$ cat src/inc/tsm_pkg.sv
// tsm_pkg: constants, register map and carrier types for the touch sense module control block
// assumes a 32-bit axi4-lite register bus and a 10 MHz system clock
package tsm_pkg;
	// register byte offsets, one aligned word each
	localparam logic [11:0] OFS_COUNT_LOW  = 12'h000;
	localparam logic [11:0] OFS_COUNT_HIGH = 12'h004;
	localparam logic [11:0] OFS_REFCAP_LOW = 12'h008;
	localparam logic [11:0] OFS_REFCAP_HI  = 12'h00c;
	localparam logic [11:0] OFS_CTRL0      = 12'h010;
	localparam logic [11:0] OFS_CTRL1      = 12'h014;
	localparam logic [11:0] OFS_GLOBAL     = 12'h018;
	localparam logic [11:0] OFS_NEXT_CAP   = 12'h01c;
	localparam logic [11:0] MOD_STRIDE     = 12'h040;
	localparam int          NUM_MODULES    = 2;
	// field positions
	localparam int C0_MUX_LSB   = 6;
	localparam int C0_DOUBLE    = 5;
	localparam int C0_FILTER    = 4;
	localparam int C0_HOP_HW    = 3;
	localparam int C1_SLOT_CLK  = 7;
	localparam int C1_REF_EN    = 5;
	localparam int C1_KEY_EN    = 4;
	localparam int GL_START     = 0;
	localparam int GL_OVF0      = 1;
	localparam int GL_SLOT_DONE = 3;
	localparam int GL_PRELOAD   = 8;
	// reset values and masks
	localparam logic [7:0]  CTRL_RST     = 8'h00;
	localparam logic [7:0]  CTRL1_MASK   = 8'hbf;
	localparam logic [9:0]  REFCAP_RST   = 10'h000;
	localparam logic [15:0] COUNT_RST    = 16'h0000;
	localparam logic [7:0]  PRELOAD_RST  = 8'h00;
	localparam logic [4:0]  UNIT_LAST    = 5'h1f;
	localparam logic [1:0]  SYSDIV_LAST  = 2'h3;
	localparam int          REFCAP_FULL_PF = 50;
	localparam int          REFCAP_STEPS   = 1024;
	localparam logic [1:0]  RESP_OKAY    = 2'b00;
	localparam logic [1:0]  RESP_SLVERR  = 2'b10;

	typedef struct packed {
		logic [1:0] mux_sel;
		logic       freq_double_en;
		logic       filter_en;
		logic       hop_hw_control;
		logic [2:0] hop_freq_sel;
	} tsm_ctrl0_t;

	typedef struct packed {
		logic       slot_clock_sel;
		logic       unused6;
		logic       ref_osc_en;
		logic       key_osc_en;
		logic [3:0] pad_en;
	} tsm_ctrl1_t;

	// per-module analog control bundle
	typedef struct packed {
		logic [3:0] pad_en;
		logic       key_osc_run;
		logic       ref_osc_run;
		logic       freq_double_en;
		logic       filter_en;
		logic [2:0] hop_freq_sel;
		logic       hop_hw_control;
		logic [9:0] refcap_code;
	} tsm_analog_t;

	typedef enum logic [2:0] {
		TSM_IDLE = 3'b001,
		TSM_RUN  = 3'b010,
		TSM_DONE = 3'b100
	} tsm_state_t;
endpackage

$ cat src/hdl/tsm_top.sv
// tsm_top: two touch sense modules with counters, slot timers and axi4-lite registers
// assumes sense and reference oscillator edges arrive asynchronously as level toggles
//
// Chosen here: the address map and register access over AXI4-Lite.
`timescale 1ns/1ns
// How it works
// - each module's 16-bit sense count reads as low and high bytes, zero after reset.
// - sense counter freezes and holds its value when the time slot overflows.
// - sense count is forced to zero while the detect start bit is low.
// - 10-bit reference capacitor code, bits 9:8 high byte, 7:0 low byte, reset zero.
// - at slot end the capacitor code reloads from the next-slot value.
// - reference capacitance equals 50pF times code divided by 1024.
// - control 0 bits 7:6 route pad 1 to 4 to the counter.
// - control 0 bit 5 doubles the key oscillator frequency.
// - control 0 bit 4 enables the filter.
// - control 0 bit 3 hands hopping to hardware, ignoring the software field.
// - three-bit hop field picks one of eight frequencies, only when software controls.
// - control 1 bit 7 picks slot clock: reference oscillator or system clock over four.
// - control 1 bit 5 enables the reference oscillator.
// - control 1 bit 4 enables the key sense oscillators.
// - control 1 bits 3:0 assign pads 4 to 1 to touch sensing.
// - control 1 bit 6 and capacitor high bits 7:2 read zero, ignore writes.
// - a rising detect start switches on counters and oscillators.
// - slot lasts (256 minus preload) times 32 slot clock periods.
// - sense counter overflow sets a sticky flag only software clears.
module tsm_top
	import tsm_pkg::*;
(
	input  wire logic        aclk,            // system clock, 10 MHz
	input  wire logic        aresetn,         // synchronous reset, active low
	input  wire logic [11:0] s_axi_awaddr,    // write address
	input  wire logic        s_axi_awvalid,   // write address valid
	output logic             s_axi_awready,   // write address ready
	input  wire logic [31:0] s_axi_wdata,     // write data
	input  wire logic [3:0]  s_axi_wstrb,     // write byte strobes
	input  wire logic        s_axi_wvalid,    // write data valid
	output logic             s_axi_wready,    // write data ready
	output logic [1:0]       s_axi_bresp,     // write response
	output logic             s_axi_bvalid,    // write response valid
	input  wire logic        s_axi_bready,    // write response ready
	input  wire logic [11:0] s_axi_araddr,    // read address
	input  wire logic        s_axi_arvalid,   // read address valid
	output logic             s_axi_arready,   // read address ready
	output logic [31:0]      s_axi_rdata,     // read data
	output logic [1:0]       s_axi_rresp,     // read response
	output logic             s_axi_rvalid,    // read data valid
	input  wire logic        s_axi_rready,    // read data ready
	input  wire logic [3:0]  key_osc_tgl [2], // per-pad sense oscillator toggles
	input  wire logic        ref_osc_tgl [2], // reference oscillator toggles
	output tsm_analog_t      analog_ctrl [2], // oscillator and pad controls
	output logic             slot_done        // any slot ended, level until the detect start bit is cleared
);
	import tsm_pkg::*;

	// register state
	tsm_ctrl0_t  ctrl0_ff     [NUM_MODULES];
	tsm_ctrl1_t  ctrl1_ff     [NUM_MODULES];
	logic [9:0]  refcap_ff    [NUM_MODULES];
	logic [9:0]  next_cap_ff  [NUM_MODULES];
	logic [15:0] count_ff     [NUM_MODULES];
	logic        ovf_ff       [NUM_MODULES];
	logic [4:0]  unit_ff      [NUM_MODULES];
	logic [7:0]  slot_ff      [NUM_MODULES];
	logic [1:0]  sysdiv_ff    [NUM_MODULES];
	tsm_state_t  state_ff     [NUM_MODULES];
	logic [2:0]  key_sync_ff  [NUM_MODULES][4];
	logic [2:0]  ref_sync_ff  [NUM_MODULES];
	logic        start_ff;
	logic        start_d_ff;
	logic [7:0]  preload_ff;

	// bus handshake state
	logic        aw_held_ff;
	logic        w_held_ff;
	logic [11:0] awaddr_ff;
	logic [31:0] wdata_ff;
	logic [3:0]  wstrb_ff;

	// writes with strobe 0 land in the low byte of each word
	function automatic logic [7:0] merge8(input logic [7:0] old, input logic [31:0] d,
	                                      input logic s);
		return s ? d[7:0] : old;
	endfunction

	// module index and in-module offset of an address
	function automatic logic mod_of(input logic [11:0] a);
		return a[6];
	endfunction

	function automatic logic [11:0] ofs_of(input logic [11:0] a);
		return a & 12'h03f;
	endfunction

	wire logic        do_write   = aw_held_ff && w_held_ff && !s_axi_bvalid;
	wire logic [11:0] wofs       = ofs_of(awaddr_ff);
	wire logic        wmod       = mod_of(awaddr_ff);
	wire logic        wmapped    = (awaddr_ff[11:7] == 5'h00) && (wofs[1:0] == 2'b00)
	                               && (wofs <= OFS_NEXT_CAP);
	wire logic        start_rise = start_ff && !start_d_ff;

	// write channels: take address and data in either order, answer once both held
	always_ff @(posedge aclk) begin
		if (!aresetn) begin
			aw_held_ff    <= 1'b0;
			w_held_ff     <= 1'b0;
			awaddr_ff     <= 12'h000;
			wdata_ff      <= 32'h0000_0000;
			wstrb_ff      <= 4'h0;
			s_axi_awready <= 1'b0;
			s_axi_wready  <= 1'b0;
			s_axi_bvalid  <= 1'b0;
			s_axi_bresp   <= RESP_OKAY;
		end else begin
			s_axi_awready <= !aw_held_ff && !s_axi_awready && s_axi_awvalid;
			s_axi_wready  <= !w_held_ff && !s_axi_wready && s_axi_wvalid;
			if (s_axi_awvalid && s_axi_awready) begin
				aw_held_ff <= 1'b1;
				awaddr_ff  <= s_axi_awaddr;
			end
			if (s_axi_wvalid && s_axi_wready) begin
				w_held_ff <= 1'b1;
				wdata_ff  <= s_axi_wdata;
				wstrb_ff  <= s_axi_wstrb;
			end
			if (do_write) begin
				s_axi_bvalid <= 1'b1;
				s_axi_bresp  <= wmapped ? RESP_OKAY : RESP_SLVERR;
			end else if (s_axi_bvalid && s_axi_bready) begin
				s_axi_bvalid <= 1'b0;
				aw_held_ff   <= 1'b0;
				w_held_ff    <= 1'b0;
			end
		end
	end

	// global start and preload word, shared by both modules
	always_ff @(posedge aclk) begin
		if (!aresetn) begin
			start_ff   <= 1'b0;
			start_d_ff <= 1'b0;
			preload_ff <= PRELOAD_RST;
		end else begin
			start_d_ff <= start_ff;
			if (do_write && wmapped && wofs == OFS_GLOBAL && !wmod) begin
				if (wstrb_ff[0])
					start_ff <= wdata_ff[GL_START];
				if (wstrb_ff[1])
					preload_ff <= wdata_ff[GL_PRELOAD +: 8];
			end
		end
	end

	// per-module logic
	for (genvar m = 0; m < NUM_MODULES; m++) begin : g_mod
		wire logic sel = do_write && wmapped && (wmod == 1'(m));
		wire logic key_edge;
		wire logic ref_edge;
		wire logic slot_tick;
		wire logic sel_key_edge;
		logic      unit_wrap;

		// three-stage synchronisers; key change seen when stages two and three differ, reference counts rises only
		for (genvar k = 0; k < 4; k++) begin : g_ks
			always_ff @(posedge aclk) begin
				if (!aresetn)
					key_sync_ff[m][k] <= 3'b000;
				else
					key_sync_ff[m][k] <= {key_sync_ff[m][k][1:0], key_osc_tgl[m][k]};
			end
		end
		always_ff @(posedge aclk) begin
			if (!aresetn)
				ref_sync_ff[m] <= 3'b000;
			else
				ref_sync_ff[m] <= {ref_sync_ff[m][1:0], ref_osc_tgl[m]};
		end

		// each toggle is one half period; doubling counts both halves
		assign key_edge = key_sync_ff[m][ctrl0_ff[m].mux_sel][2] ^
		                  key_sync_ff[m][ctrl0_ff[m].mux_sel][1];
		assign sel_key_edge = key_edge && (ctrl0_ff[m].freq_double_en ||
		                      key_sync_ff[m][ctrl0_ff[m].mux_sel][1]);
		assign ref_edge = ref_sync_ff[m][1] && !ref_sync_ff[m][2];
		// slot clock: reference oscillator or system clock over four
		assign slot_tick = ctrl1_ff[m].slot_clock_sel ? (sysdiv_ff[m] == SYSDIV_LAST)
		                   : (ref_edge && ctrl1_ff[m].ref_osc_en);

		// control registers; bit 6 of control 1 never stores
		always_ff @(posedge aclk) begin
			if (!aresetn) begin
				ctrl0_ff[m]    <= tsm_ctrl0_t'(CTRL_RST);
				ctrl1_ff[m]    <= tsm_ctrl1_t'(CTRL_RST);
				next_cap_ff[m] <= REFCAP_RST;
			end else if (sel) begin
				if (wofs == OFS_CTRL0)
					ctrl0_ff[m] <= tsm_ctrl0_t'(merge8(ctrl0_ff[m], wdata_ff, wstrb_ff[0]));
				if (wofs == OFS_CTRL1)
					ctrl1_ff[m] <= tsm_ctrl1_t'(merge8(ctrl1_ff[m], wdata_ff, wstrb_ff[0])
					               & CTRL1_MASK);
				if (wofs == OFS_NEXT_CAP && wstrb_ff[0])
					next_cap_ff[m][7:0] <= wdata_ff[7:0];
				if (wofs == OFS_NEXT_CAP && wstrb_ff[1])
					next_cap_ff[m][9:8] <= wdata_ff[9:8];
			end
		end

		// capacitor code: software writes, reload from next-slot value at slot end
		always_ff @(posedge aclk) begin
			if (!aresetn)
				refcap_ff[m] <= REFCAP_RST;
			else if (state_ff[m] == TSM_RUN && unit_wrap && slot_ff[m] == 8'hff)
				refcap_ff[m] <= next_cap_ff[m];
			else if (sel && wofs == OFS_REFCAP_LOW && wstrb_ff[0])
				refcap_ff[m][7:0] <= wdata_ff[7:0];
			else if (sel && wofs == OFS_REFCAP_HI && wstrb_ff[0])
				refcap_ff[m][9:8] <= wdata_ff[1:0];
		end

		// slot sequencer: 5-bit unit counter under an 8-bit preloaded slot counter
		always_comb unit_wrap = slot_tick && unit_ff[m] == UNIT_LAST;
		always_ff @(posedge aclk) begin
			if (!aresetn) begin
				state_ff[m]  <= TSM_IDLE;
				unit_ff[m]   <= 5'h00;
				slot_ff[m]   <= PRELOAD_RST;
				sysdiv_ff[m] <= 2'h0;
			end else begin
				sysdiv_ff[m] <= sysdiv_ff[m] + 2'h1;
				unique case (state_ff[m])
					TSM_IDLE: begin
						unit_ff[m] <= 5'h00;
						if (start_rise) begin
							state_ff[m] <= TSM_RUN;
							slot_ff[m]  <= preload_ff;
						end
					end
					TSM_RUN: begin
						if (!start_ff) begin
							state_ff[m] <= TSM_IDLE;
						end else if (slot_tick) begin
							unit_ff[m] <= unit_ff[m] + 5'h01;
							if (unit_wrap) begin
								slot_ff[m] <= slot_ff[m] + 8'h01;
								if (slot_ff[m] == 8'hff)
									state_ff[m] <= TSM_DONE;
							end
						end
					end
					TSM_DONE: begin
						unit_ff[m] <= 5'h00;
						if (!start_ff)
							state_ff[m] <= TSM_IDLE;
					end
				endcase
			end
		end

		// sense counter: cleared by low start, frozen after slot end, wraps
		always_ff @(posedge aclk) begin
			if (!aresetn)
				count_ff[m] <= COUNT_RST;
			else if (!start_ff)
				count_ff[m] <= COUNT_RST;
			else if (state_ff[m] == TSM_RUN && ctrl1_ff[m].key_osc_en && sel_key_edge)
				count_ff[m] <= count_ff[m] + 16'h0001;
		end

		// overflow flag: hardware set wins over a software clear in the same cycle
		always_ff @(posedge aclk) begin
			if (!aresetn)
				ovf_ff[m] <= 1'b0;
			else if (start_ff && state_ff[m] == TSM_RUN && ctrl1_ff[m].key_osc_en
			         && sel_key_edge && count_ff[m] == 16'hffff)
				ovf_ff[m] <= 1'b1;
			else if (do_write && wmapped && wofs == OFS_GLOBAL && !wmod && wstrb_ff[0]
			         && !wdata_ff[GL_OVF0 + m])
				ovf_ff[m] <= 1'b0;
		end

		// analog controls; oscillators run only while the slot is active
		always_ff @(posedge aclk) begin
			if (!aresetn) begin
				analog_ctrl[m] <= '0;
			end else begin
				analog_ctrl[m].pad_en         <= ctrl1_ff[m].pad_en;
				analog_ctrl[m].key_osc_run    <= ctrl1_ff[m].key_osc_en
				                                 && state_ff[m] == TSM_RUN;
				analog_ctrl[m].ref_osc_run    <= ctrl1_ff[m].ref_osc_en
				                                 && state_ff[m] == TSM_RUN;
				analog_ctrl[m].freq_double_en <= ctrl0_ff[m].freq_double_en;
				analog_ctrl[m].filter_en      <= ctrl0_ff[m].filter_en;
				analog_ctrl[m].hop_hw_control <= ctrl0_ff[m].hop_hw_control;
				// the field is masked when hardware owns hopping
				analog_ctrl[m].hop_freq_sel   <= ctrl0_ff[m].hop_hw_control ? 3'h0
				                                 : ctrl0_ff[m].hop_freq_sel;
				// the analog side scales capacitance by code, 50pF full scale
				analog_ctrl[m].refcap_code    <= refcap_ff[m];
			end
		end
	end

	// read channel: one cycle to accept, one to answer
	always_ff @(posedge aclk) begin
		logic [11:0] o;
		logic        mi;
		o  = ofs_of(s_axi_araddr);
		mi = mod_of(s_axi_araddr);
		if (!aresetn) begin
			s_axi_arready <= 1'b0;
			s_axi_rvalid  <= 1'b0;
			s_axi_rdata   <= 32'h0000_0000;
			s_axi_rresp   <= RESP_OKAY;
		end else if (s_axi_rvalid) begin
			if (s_axi_rready)
				s_axi_rvalid <= 1'b0;
		end else if (s_axi_arvalid && s_axi_arready) begin
			s_axi_arready <= 1'b0;
			s_axi_rvalid  <= 1'b1;
			s_axi_rresp   <= RESP_OKAY;
			s_axi_rdata   <= 32'h0000_0000;
			if (s_axi_araddr[11:7] != 5'h00 || o[1:0] != 2'b00 || o > OFS_NEXT_CAP)
				s_axi_rresp <= RESP_SLVERR;
			else unique case (o)
				OFS_COUNT_LOW:  s_axi_rdata[7:0] <= count_ff[mi][7:0];
				OFS_COUNT_HIGH: s_axi_rdata[7:0] <= count_ff[mi][15:8];
				OFS_REFCAP_LOW: s_axi_rdata[7:0] <= refcap_ff[mi][7:0];
				OFS_REFCAP_HI:  s_axi_rdata[1:0] <= refcap_ff[mi][9:8];
				OFS_CTRL0:      s_axi_rdata[7:0] <= ctrl0_ff[mi];
				OFS_CTRL1:      s_axi_rdata[7:0] <= ctrl1_ff[mi];
				OFS_GLOBAL:     s_axi_rdata[15:0] <= {preload_ff, 4'h0,
				                    slot_done, ovf_ff[1], ovf_ff[0], start_ff};
				OFS_NEXT_CAP:   s_axi_rdata[9:0] <= next_cap_ff[mi];
				default:        s_axi_rdata <= 32'h0000_0000;
			endcase
		end else begin
			s_axi_arready <= s_axi_arvalid && !s_axi_arready;
		end
	end

	// slot end status seen by software and the system
	always_ff @(posedge aclk) begin
		if (!aresetn)
			slot_done <= 1'b0;
		else
			slot_done <= state_ff[0] == TSM_DONE || state_ff[1] == TSM_DONE;
	end
endmodule

$ cat config.mk
export PLATFORM = sky130hd
export DESIGN_NAME = tsm_top
export DESIGN_NICKNAME = d
export VERILOG_FILES = /design/src/inc/tsm_pkg.sv /design/src/hdl/tsm_top.sv
export SDC_FILE = /design/constraint.sdc
export NUM_CORES = 1
export LEC_CHECK = 0
export ABC_AREA = 1
export CORE_AREA = 2 2 212 214
export DETAILED_ROUTE_END_ITERATION = 8
export DIE_AREA = 0 0 214 216
export DONT_BUFFER_PORTS = 1
export GPL_TIMING_DRIVEN = 0
export PLACE_DENSITY = 0.5
export SLEW_MARGIN = 20
export SYNTH_ARGS = -nofsm -noshare
export SYNTH_HDL_FRONTEND = slang
export SYNTH_SLANG_ARGS = --single-unit
$ cat constraint.sdc
create_clock -name aclk -period 4.1 [get_ports aclk]
set_input_delay 0.41 -clock aclk [delete_from_list [all_inputs] [get_ports aclk]]
set_output_delay 0.41 -clock aclk [all_outputs]
set_load 0.02 [all_outputs]
## Word-level counts from Yosys, hierarchy flattened

Memories as Yosys holds them, arrays and structs flattened. A register that Yosys moved wholly into a read port is not among the register bits.
Index checks and enable logic that the tools add are counted.

- Add/sub/neg operators: 8
- $mul: 0
- Divide/modulo/power cells: 0
- Order comparisons: 4
- Eq/ne operators: 27
- Shift-type cells: 0
- Muxes and demuxes: 229
- Bitwise operators: 59
- Reduce and logical (&&, ||, !) cells: 88

Operator list:

| operator | number |
|---|---|
| 1-bit 2-to-1 mux | 164 |
| 8-bit 2-to-1 mux | 14 |
| 16-bit 2-to-1 mux | 5 |
| 3-bit 2-to-1 mux | 22 |
| 1-bit logical AND | 58 |
| 1-bit bitwise OR | 52 |
| 6-bit by 5-bit equality test with 1-bit output, second input constant | 8 |
| 6-bit case mux with 7 select lines | 1 |
| 16-bit by 1-bit adder with 16-bit output, second input constant | 2 |
| 16-bit equality test, second input constant | 2 |
| 5-bit 2-to-1 mux | 6 |
| 6-bit by 4-bit equality test with 1-bit output, second input constant | 4 |
| 10-bit 2-to-1 mux | 2 |
| 8-bit by 1-bit adder with 8-bit output, second input constant | 2 |
| 8-bit equality test, second input constant | 2 |
| 2-bit 2-to-1 mux | 8 |
| 2-bit case mux with 8 select lines | 1 |
| 1-bit logical NOT | 14 |
| 7-bit 2-to-1 mux | 2 |
| 3-bit binary-select mux with 2-bit select | 2 |
| 12-bit logical NOT | 1 |
| 5-bit by 1-bit adder with 5-bit output, second input constant | 2 |
| 5-bit equality test, second input constant | 2 |
| 3-bit by 1-bit equality test with 1-bit output, second input constant | 2 |
| other kinds (20) | 37 |

- Register bits: 108
- Latch bits: 0
- Bits in writable memories: 170
- Bits in read-only memories: 0
- Input port bits: 77
- Output and inout bits: 86
- Memories kept: 12

Memories:

| memory | words | width | rd ports | clocked after memory_dff | write ports | line | text |
|---|---|---|---|---|---|---|---|
| count_ff | 2 | 16 | 3 | 0 | 2 | tsm_top.sv:60 | `logic [15:0] count_ff [NUM_MODULES];` |
| key_sync_ff | 2 | 12 | 2 | 0 | 2 | tsm_top.sv:66 | `logic [2:0] key_sync_ff [NUM_MODULES][4];` |
| next_cap_ff | 2 | 10 | 3 | 0 | 2 | tsm_top.sv:59 | `logic [9:0] next_cap_ff [NUM_MODULES];` |
| refcap_ff | 2 | 10 | 3 | 2 | 2 | tsm_top.sv:58 | `logic [9:0] refcap_ff [NUM_MODULES];` |
| ctrl0_ff | 2 | 8 | 3 | 0 | 2 | tsm_top.sv:56 | `tsm_ctrl0_t ctrl0_ff [NUM_MODULES];` |
| slot_ff | 2 | 8 | 2 | 0 | 2 | tsm_top.sv:63 | `logic [7:0] slot_ff [NUM_MODULES];` |
| 6 more memories | -- | -- | -- | -- | -- | -- |  |

## Depth between registers and ports, before layout

Gate-level depths: netlist of run 1.
An unclocked memory read counts as a cell.

- Depth after elaboration: 14
- Depth in mapped cells: 11

## Worst setup path before layout of run 1

Ideal clock, no wire load.

- Path kind: register to register
- From: memory ctrl0_ff[1][6] in the netlist's numbering
- To: memory count_ff[1][0], enable pin
- Library setup time: 0.411 ns
- Arrival time: 2.028 ns
- Required time: 3.689 ns
- Setup slack: 1.661 ns
- Stages on the path, launching flop included: 8
- Clock period less this slack: 2.439 ns
- Cell sequence: edfxtp_1 -> inv_2 -> nand2_1 -> nand3_1 -> nand2_1 -> nand2_1 -> nand2_1 -> o21ai_0

RTL lines:

| item | line |
|---|---|
| start: declaration | tsm_top.sv:56 |
| end: declaration | tsm_top.sv:60 |

==> key figures, run 1 <==
Final layout
  – Area Overhead vs Synth: 15.6%
  – Final nets: 1691
  – Diode count: 0
  – Share of layout cells above drive strength 1: 8.36%
  – Final non-filler cell area: 0.0146 mm^2
  – Fillers: 4708

Worst setup path
  – Buf+Inv Stages, Crit Path: 2
  – Endpoint type of the worst setup path: flop
  – CP startpoint kind: flop
  – FF-to-FF setup slack: 1.23 ns
  – Most common cell on crit path: nand2_1
  – Critical path class: reg2reg
  – Critical-path top delay cell: nand2_1
  – Top delay family on crit path: simple AND/OR/NAND/NOR gates
  – Crit-path cells: inv_1, nand2_1, nor2_4, nand2_1, nor2_1, nand2_1, nor2_2, nand2_2, buf_2, nand2_1
  – WP data arrival: 3.06 ns
  – CP max FO: 16
  – Crit path largest cell delay: 0.57 ns
  – CP required: 4.29 ns

Timing
  – RSZ-0062 raised after global routing: false
  – Setup_tns: 0 ns
  – Endpoints failing hold: 0
  – Count of final setup violators: 0
  – Max Clk Rate: 348 MHz
  – Slew margin rel.: 29.3%
  – Fin crit period: 2.87 ns
  – Worst Clk Skew: 0.0135 ns
  – Worst-Margin Slew: 1.05 ns
  – Fin. max-slew vios: 0
  – Final Cycle Share: 70.0%

Hold path
  – Worst hold path type: in2reg

CTS
  – Clock sink count: 280
  – Clock Path Buffers: 3
  – Post-CTS resize count: 0
  – CTS tree: yes
  – H-tree depth: 1
  – Clk_lat worst skew: 0.57 ns
  – Root Buffer: clkbuf_16
  – Clock transition at path regs: 0.06 ns
  – CTS Buf Count: 31

Logic synthesis
  – Synth area leaders: edfxtp_1 (32%), dfxtp_1 (23%), nand2_1 (12%)
  – Most area-hungry cell type in the Yosys netlist: edfxtp_1
  – Mapped Cells: 1537
  – Seq cells post-synth: 280
  – Synthesized area: 0.0126 mm^2
  – Post-synth ARST share: 0%
  – Avg Inst Size Synth: 8.23 um^2
  – Seq/Total Area, Yosys: 55.0%
  – Cell variety after synth: 41
  – Number of synthesized flops with an enable pin: 135
  – Synth warn: 0
  – Top FF cell, synth: dfxtp_1
  – Proportion of netlist area held by the largest area contributor: 32.1%

Drt
  – Drt wl/cell: 17.5 um
  – Met3 wire len: 2320 um
  – # DRC: 0
  – Via density: 4.56
  – Vias after detailed routing: 10100
  – Drt initial violations: 770
  – Met2 wire len: 18100 um
  – DRT met1 WL: 17600 um
  – DR pass1 iterations: 7
  – Highest metal used: met4
  – Final WL: 38800 um
  – Final ANT Viol Nets: 0

Floorplan
  – Die Y: 216 um
  – Initial Utilization: 28.8%
  – IO Pins: 163
  – Core area: 0.0438 mm^2
  – Die Width: 214 um
  – Die area: 0.0462 mm^2
  – Standard-cell row count: 77

Global routing
  – Initial antenna violation count: 0
  – Total gr overflow: 0
  – Largest net degree at the start of global routing: 17
  – Total GRT Usage: 16.5%
  – Vias in the first global route: 9635
  – First-pass GRT wire length: 58500 um

Place
  – Post-detail-place hpwl: 30100 um
  – Port-buffer cells: 0
  – Placer Congestion: 0.909
  – DP Area: 0.0135 mm^2

Power
  – VDD IR max: 0.299 mV
  – Leakage power: 6.13 nW
  – Pwr dens: 418 mW/mm^2

Outcome
  – Status: completed

Run
  – Max-cap violations: 0
cell families (layout without fill, tap and decap cells):
group / after synthesis / in the layout / share of synthesized area, %
AO/OA/AOI/OAI: 178 / 178 / 7.41
flip-flops: 280 / 280 / 55.0
adder cells (fa/ha/maj): 10 / 10 / 0.990
AND/OR/NAND/NOR: 785 / 785 / 26.6
other: 1 / 18 / 0.0297
XOR/XNOR: 18 / 18 / 1.25
buffers and inverters: 265 / 338 / 8.70
final timing paths:
check	cells after the start	endpoint	start
setup / recovery	10	count_ff[0][2]$_SDFFCE_PN0P_	state_ff[0][0]$_SDFFCE_PP1P_
hold / removal	2	awaddr_ff[7]$_SDFFE_PN0P_	s_axi_awaddr[7]
setup reg to reg	10	count_ff[0][2]$_SDFFCE_PN0P_	state_ff[0][0]$_SDFFCE_PP1P_
hold reg to reg	2	key_sync_ff[0][7]$_SDFF_PN0_	key_sync_ff[0][6]$_SDFF_PN0_
synthesized netlist by cell type (3+ instances only):
library cell / instances
o22ai_1: 13
dfxtp_1: 145
nor2_1: 207
edfxtp_1: 135
nor3_2: 4
nor2_4: 8
buf_4: 21
inv_2: 8
nand2_2: 8
clkbuf_1: 27
inv_1: 190
o21ai_0: 82
ha_1: 10
nor3b_1: 3
nand4_1: 29
nor2_2: 13
nand3_2: 3
nand2_1: 392
xor2_1: 12
a21boi_0: 3
buf_2: 15
a21oi_1: 71
xnor2_1: 6
nor3_1: 22
nand3_1: 88
through the flow:
step                      cells  hold WS [ns]  utilization (%)  setup slack (ns)  power [mW]
after floorplan            1554         0.390                -              1.66        3.33
after global placement     2146         0.398             30.7             0.641        3.44
after CTS                  2219       0.00895             33.3              1.13        6.19
after global routing       2219        0.0274             33.3              1.02        6.33
after detailed placement   2147         0.402             30.7              1.16        3.45
final                      2219        0.0371             33.3              1.23        6.11
power breakdown:
| part | internal (mW) | switching (mW) |
|---|---|---|
| combinational | 0.0889 | 0.231 |
| sequential | 3.00 | 0.0759 |
| clock | 1.58 | 1.13 |
final cells by class:
type / count / area (um^2) / share of cell area (%)
multi-input cells: 1009 / 4650 / 31.9
inverters: 200 / 751 / 5.14
clock buffers: 50 / 953 / 6.52
repair buffers: 17 / 171 / 1.17
flip-flops and latches: 280 / 6960 / 47.6
plain buffers: 65 / 349 / 2.39
well taps: 592 / 741 / 5.07
clock inverters: 6 / 36.3 / 0.248
routing by layer:
layer	vias to the layer above	global-route usage (%)
li1	5045	-
met1	4740	22.4
met2	295	27.4
met3	47	2.90
met4	0	3.80
met5	-	0
what timing repair did:
item,in CTS,in global routing
hold endpoints to repair,17,0
hold buffers,16,0
setup buffers,0,0
flip-flops by register name, summed over array words and instances (netlist names), 4 cells and up:
signal	count
wdata_ff	16
unit_ff	10
ctrl1_ff	14
analog_ctrl	44
preload_ff	8
ref_sync_ff	6
count_ff	32
awaddr_ff	12
ctrl0_ff	16
next_cap_ff	20
key_sync_ff	24
slot_ff	16
refcap_ff	20
s_axi_rdata	16
state_ff	6
sysdiv_ff	4
cells in the final DEF (no fill, tap or decap), drive strengths merged, types with 18 or more instances in the layout:
master  count
nand2     401
dfxtp     145
nand4      29
o21ai      84
nand3      92
conb       18
clkbuf     77
a21oi      73
inv       201
edfxtp    135
nor3       26
buf        39
nor2      228
Note: power is estimated with default switching activity, not from simulation.
==> run 2: changes to the inputs <==
- ABC_AREA: 1 -> 0
- CORE_AREA: 2 2 212 214 -> 2 2 208 210
- DIE_AREA: 0 0 214 216 -> 0 0 210 212
- clock period: 4.1 -> 2.84 ns (I/O delays scaled with it)
==> run 2 against run 1 <==
- synthesized cell count down 25%
- first-iteration DRC count shrank 7.3%
- largest power group is now the clock network
- critical endpoint is now refcap_ff[0][8]$_DFFE_PP_
- largest cell class unchanged
- die area decreased by 3.7%
==> key figures, run 2 <==
Worst setup path
  – CP startpoint kind: flop
  – CP required: 3.00 ns
  – Setup crit start: awaddr_ff[8]$_SDFFE_PN0P_
  – Critical path class: reg2reg
  – R2r startpoint: awaddr_ff[8]$_SDFFE_PN0P_
  – CP max FO: 6
  – Endpoint type of the worst setup path: flop
  – WP data arrival: 2.82 ns

Global routing
  – Total gr overflow: 0
  – Largest net degree at the start of global routing: 17
  – Total GRT Usage: 16.2%
  – First-pass GRT wire length: 53500 um
  – Vias in the first global route: 8551
  – Initial antenna violation count: 1

Logic synthesis
  – Post-synth ARST share: 0%
  – Proportion of netlist area held by the largest area contributor: 33.3%
  – Number of synthesized flops with an enable pin: 135
  – Cell variety after synth: 59
  – Synthesized area: 0.0122 mm^2
  – Commonest cells post-synth: dfxtp_1 (145), nand2_1 (139), edfxtp_1 (135), and2_1 (130), nor2_1 (95)
  – Synth area leaders: edfxtp_1 (33%), dfxtp_1 (24%), and2_1 (6.7%)
  – Seq cells post-synth: 280
  – Most area-hungry cell type in the Yosys netlist: edfxtp_1
  – Avg Inst Size Synth: 10.6 um^2
  – Count leader, synth: dfxtp_1
  – Seq/Total Area, Yosys: 57.1%
  – Top FF cell, synth: dfxtp_1
  – Synth warn: 0
  – Mapped Cells: 1148

Floorplan
  – Die Width: 210 um
  – Initial Utilization: 28.7%
  – Core area: 0.0425 mm^2
  – Standard-cell row count: 76
  – Die area: 0.0445 mm^2
  – IO Pins: 163
  – Die Y: 212 um

Timing
  – Final Cycle Share: 93.9%
  – Worst-Margin Slew: 0.912 ns
  – Slew margin rel.: 38.4%
  – Setup_tns: 0 ns
  – Count of final setup violators: 0
  – Fin crit period: 2.67 ns
  – RSZ-0062 raised after global routing: false
  – Endpoints failing hold: 0
  – Max Clk Rate: 375 MHz
  – Fin. max-slew vios: 0
  – Worst Clk Skew: 0.0240 ns

Final layout
  – Most frequent cells in the layout: dfxtp_1 (145), nand2_1 (139), edfxtp_1 (135), and2_1 (130), nor2_1 (95)
  – Fillers: 4247
  – Largest register FFs: 44
  – Most flop-heavy register: analog_ctrl
  – Multi-input gate area: 0.00496 mm^2
  – Sequential Area: 0.00696 mm^2
  – Final nets: 1336
  – Biggest regs: analog_ctrl x44, count_ff x32, key_sync_ff x24
  – Final Non-Filler Cells: 1820
  – Final non-filler cell area: 0.0147 mm^2
  – Area Overhead vs Synth: 20.5%
  – Most common cell after layout, fill and taps aside: dfxtp_1
  – Diode count: 0
  – Share of layout cells above drive strength 1: 8.40%

Drt
  – Drt wl/cell: 19.6 um
  – DR pass1 iterations: 5
  – Met3 wire len: 2640 um
  – Via density: 4.82
  – Drt initial violations: 714
  – # DRC: 0
  – Met2 wire len: 15400 um
  – Highest metal used: met4
  – Final ANT Viol Nets: 0
  – Vias after detailed routing: 8768
  – Final WL: 35800 um
  – DRT met1 WL: 16700 um

CTS
  – H-tree depth: 2
  – Clock Path Buffers: 3
  – CTS tree: yes
  – CTS Buf Count: 34
  – Root Buffer: clkbuf_16
  – Clock sink count: 280
  – Clk_lat worst skew: 0.55 ns
  – Clock transition at path regs: 0.06 ns

Place
  – Port-buffer cells: 0
  – Placed Instances: 1712
  – DP Area: 0.0130 mm^2
  – Placer Congestion: 0.887
  – Post-detail-place hpwl: 27100 um

Power
  – VDD IR max: 0.288 mV
  – Total power: 9.48 mW
  – Leakage power: 5.41 nW
  – Pwr dens: 645 mW/mm^2

Run
  – Max-cap violations: 0

Outcome
  – Status: completed

Hold path
  – Hold Crit Start: s_axi_araddr[5]
  – Worst hold path type: in2reg
[run 2: metal layers]
layer,global-route usage (%),vias to the layer above
met3,3.97,67
li1,-,4244
met4,6.33,0
met2,24.3,323
met1,22.5,4134
met5,0,-
[run 2: worst max-delay path, cell delays in order, from the launching register on]
cell and delay [ns]:
dfxtp_1 0.32, or4_4 0.56, nor3_1 0.33, nand2_1 0.23, o311ai_0 0.84
[run 2: final cells by class]
cell class / count / share of cell area (%)
well taps: 546 / 4.65
plain buffers: 64 / 2.21
clock inverters: 4 / 0.307
inverters: 13 / 0.332
clock buffers: 57 / 7.90
multi-input cells: 807 / 33.8
flip-flops and latches: 280 / 47.4
repair buffers: 49 / 3.48
[run 2: kinds of logic after synthesis]
group	Yosys count	share of synthesized area, %
adder cells (fa/ha/maj)	10	1.03
AND/OR/NAND/NOR	535	22.9
multiplexers	70	6.00
XOR/XNOR	47	3.38
other	1	0.0308
AO/OA/AOI/OAI	127	6.47
buffers and inverters	78	3.10
flip-flops	280	57.1
[run 2: power by group]
part / switching [mW] / total [mW] / leakage, nW / internal (mW)
clock: 1.73 / 4.60 / 0.595 / 2.87
sequential: 0.115 / 4.44 / 2.64 / 4.33
combinational: 0.254 / 0.427 / 2.18 / 0.173
[run 2: per-stage QoR]
step,hold WS [ns],worst slack (ns),utilization [%]
2_1_floorplan,0.399,0.0398,-
3_3_place_gp,0.406,-0.684,30.4
3_5_place_dp,0.411,-0.165,30.5
4_1_cts,0.0298,0.00726,34.4
5_1_grt,0.0460,0.000335,34.6
6_report,0.0544,0.173,34.6
[run 2: final timing paths]
kind              cells after the start  slack [ns]                          end
setup / recovery                      4        0.17    refcap_ff[0][8]$_DFFE_PP_
hold / removal                        2        0.05  s_axi_rresp[1]$_SDFFE_PN0P_
setup reg to reg                      4        0.17    refcap_ff[0][8]$_DFFE_PP_
hold reg to reg                       1        0.42   sysdiv_ff[0][0]$_SDFF_PN0_
[run 2: timing repair]
item                                    CTS  global route
hold buffers                             46             0
endpoints found under the hold margin    46             0
resized for setup                         2             3
buffers inserted                          0             2
endpoints found under the setup margin   15            50
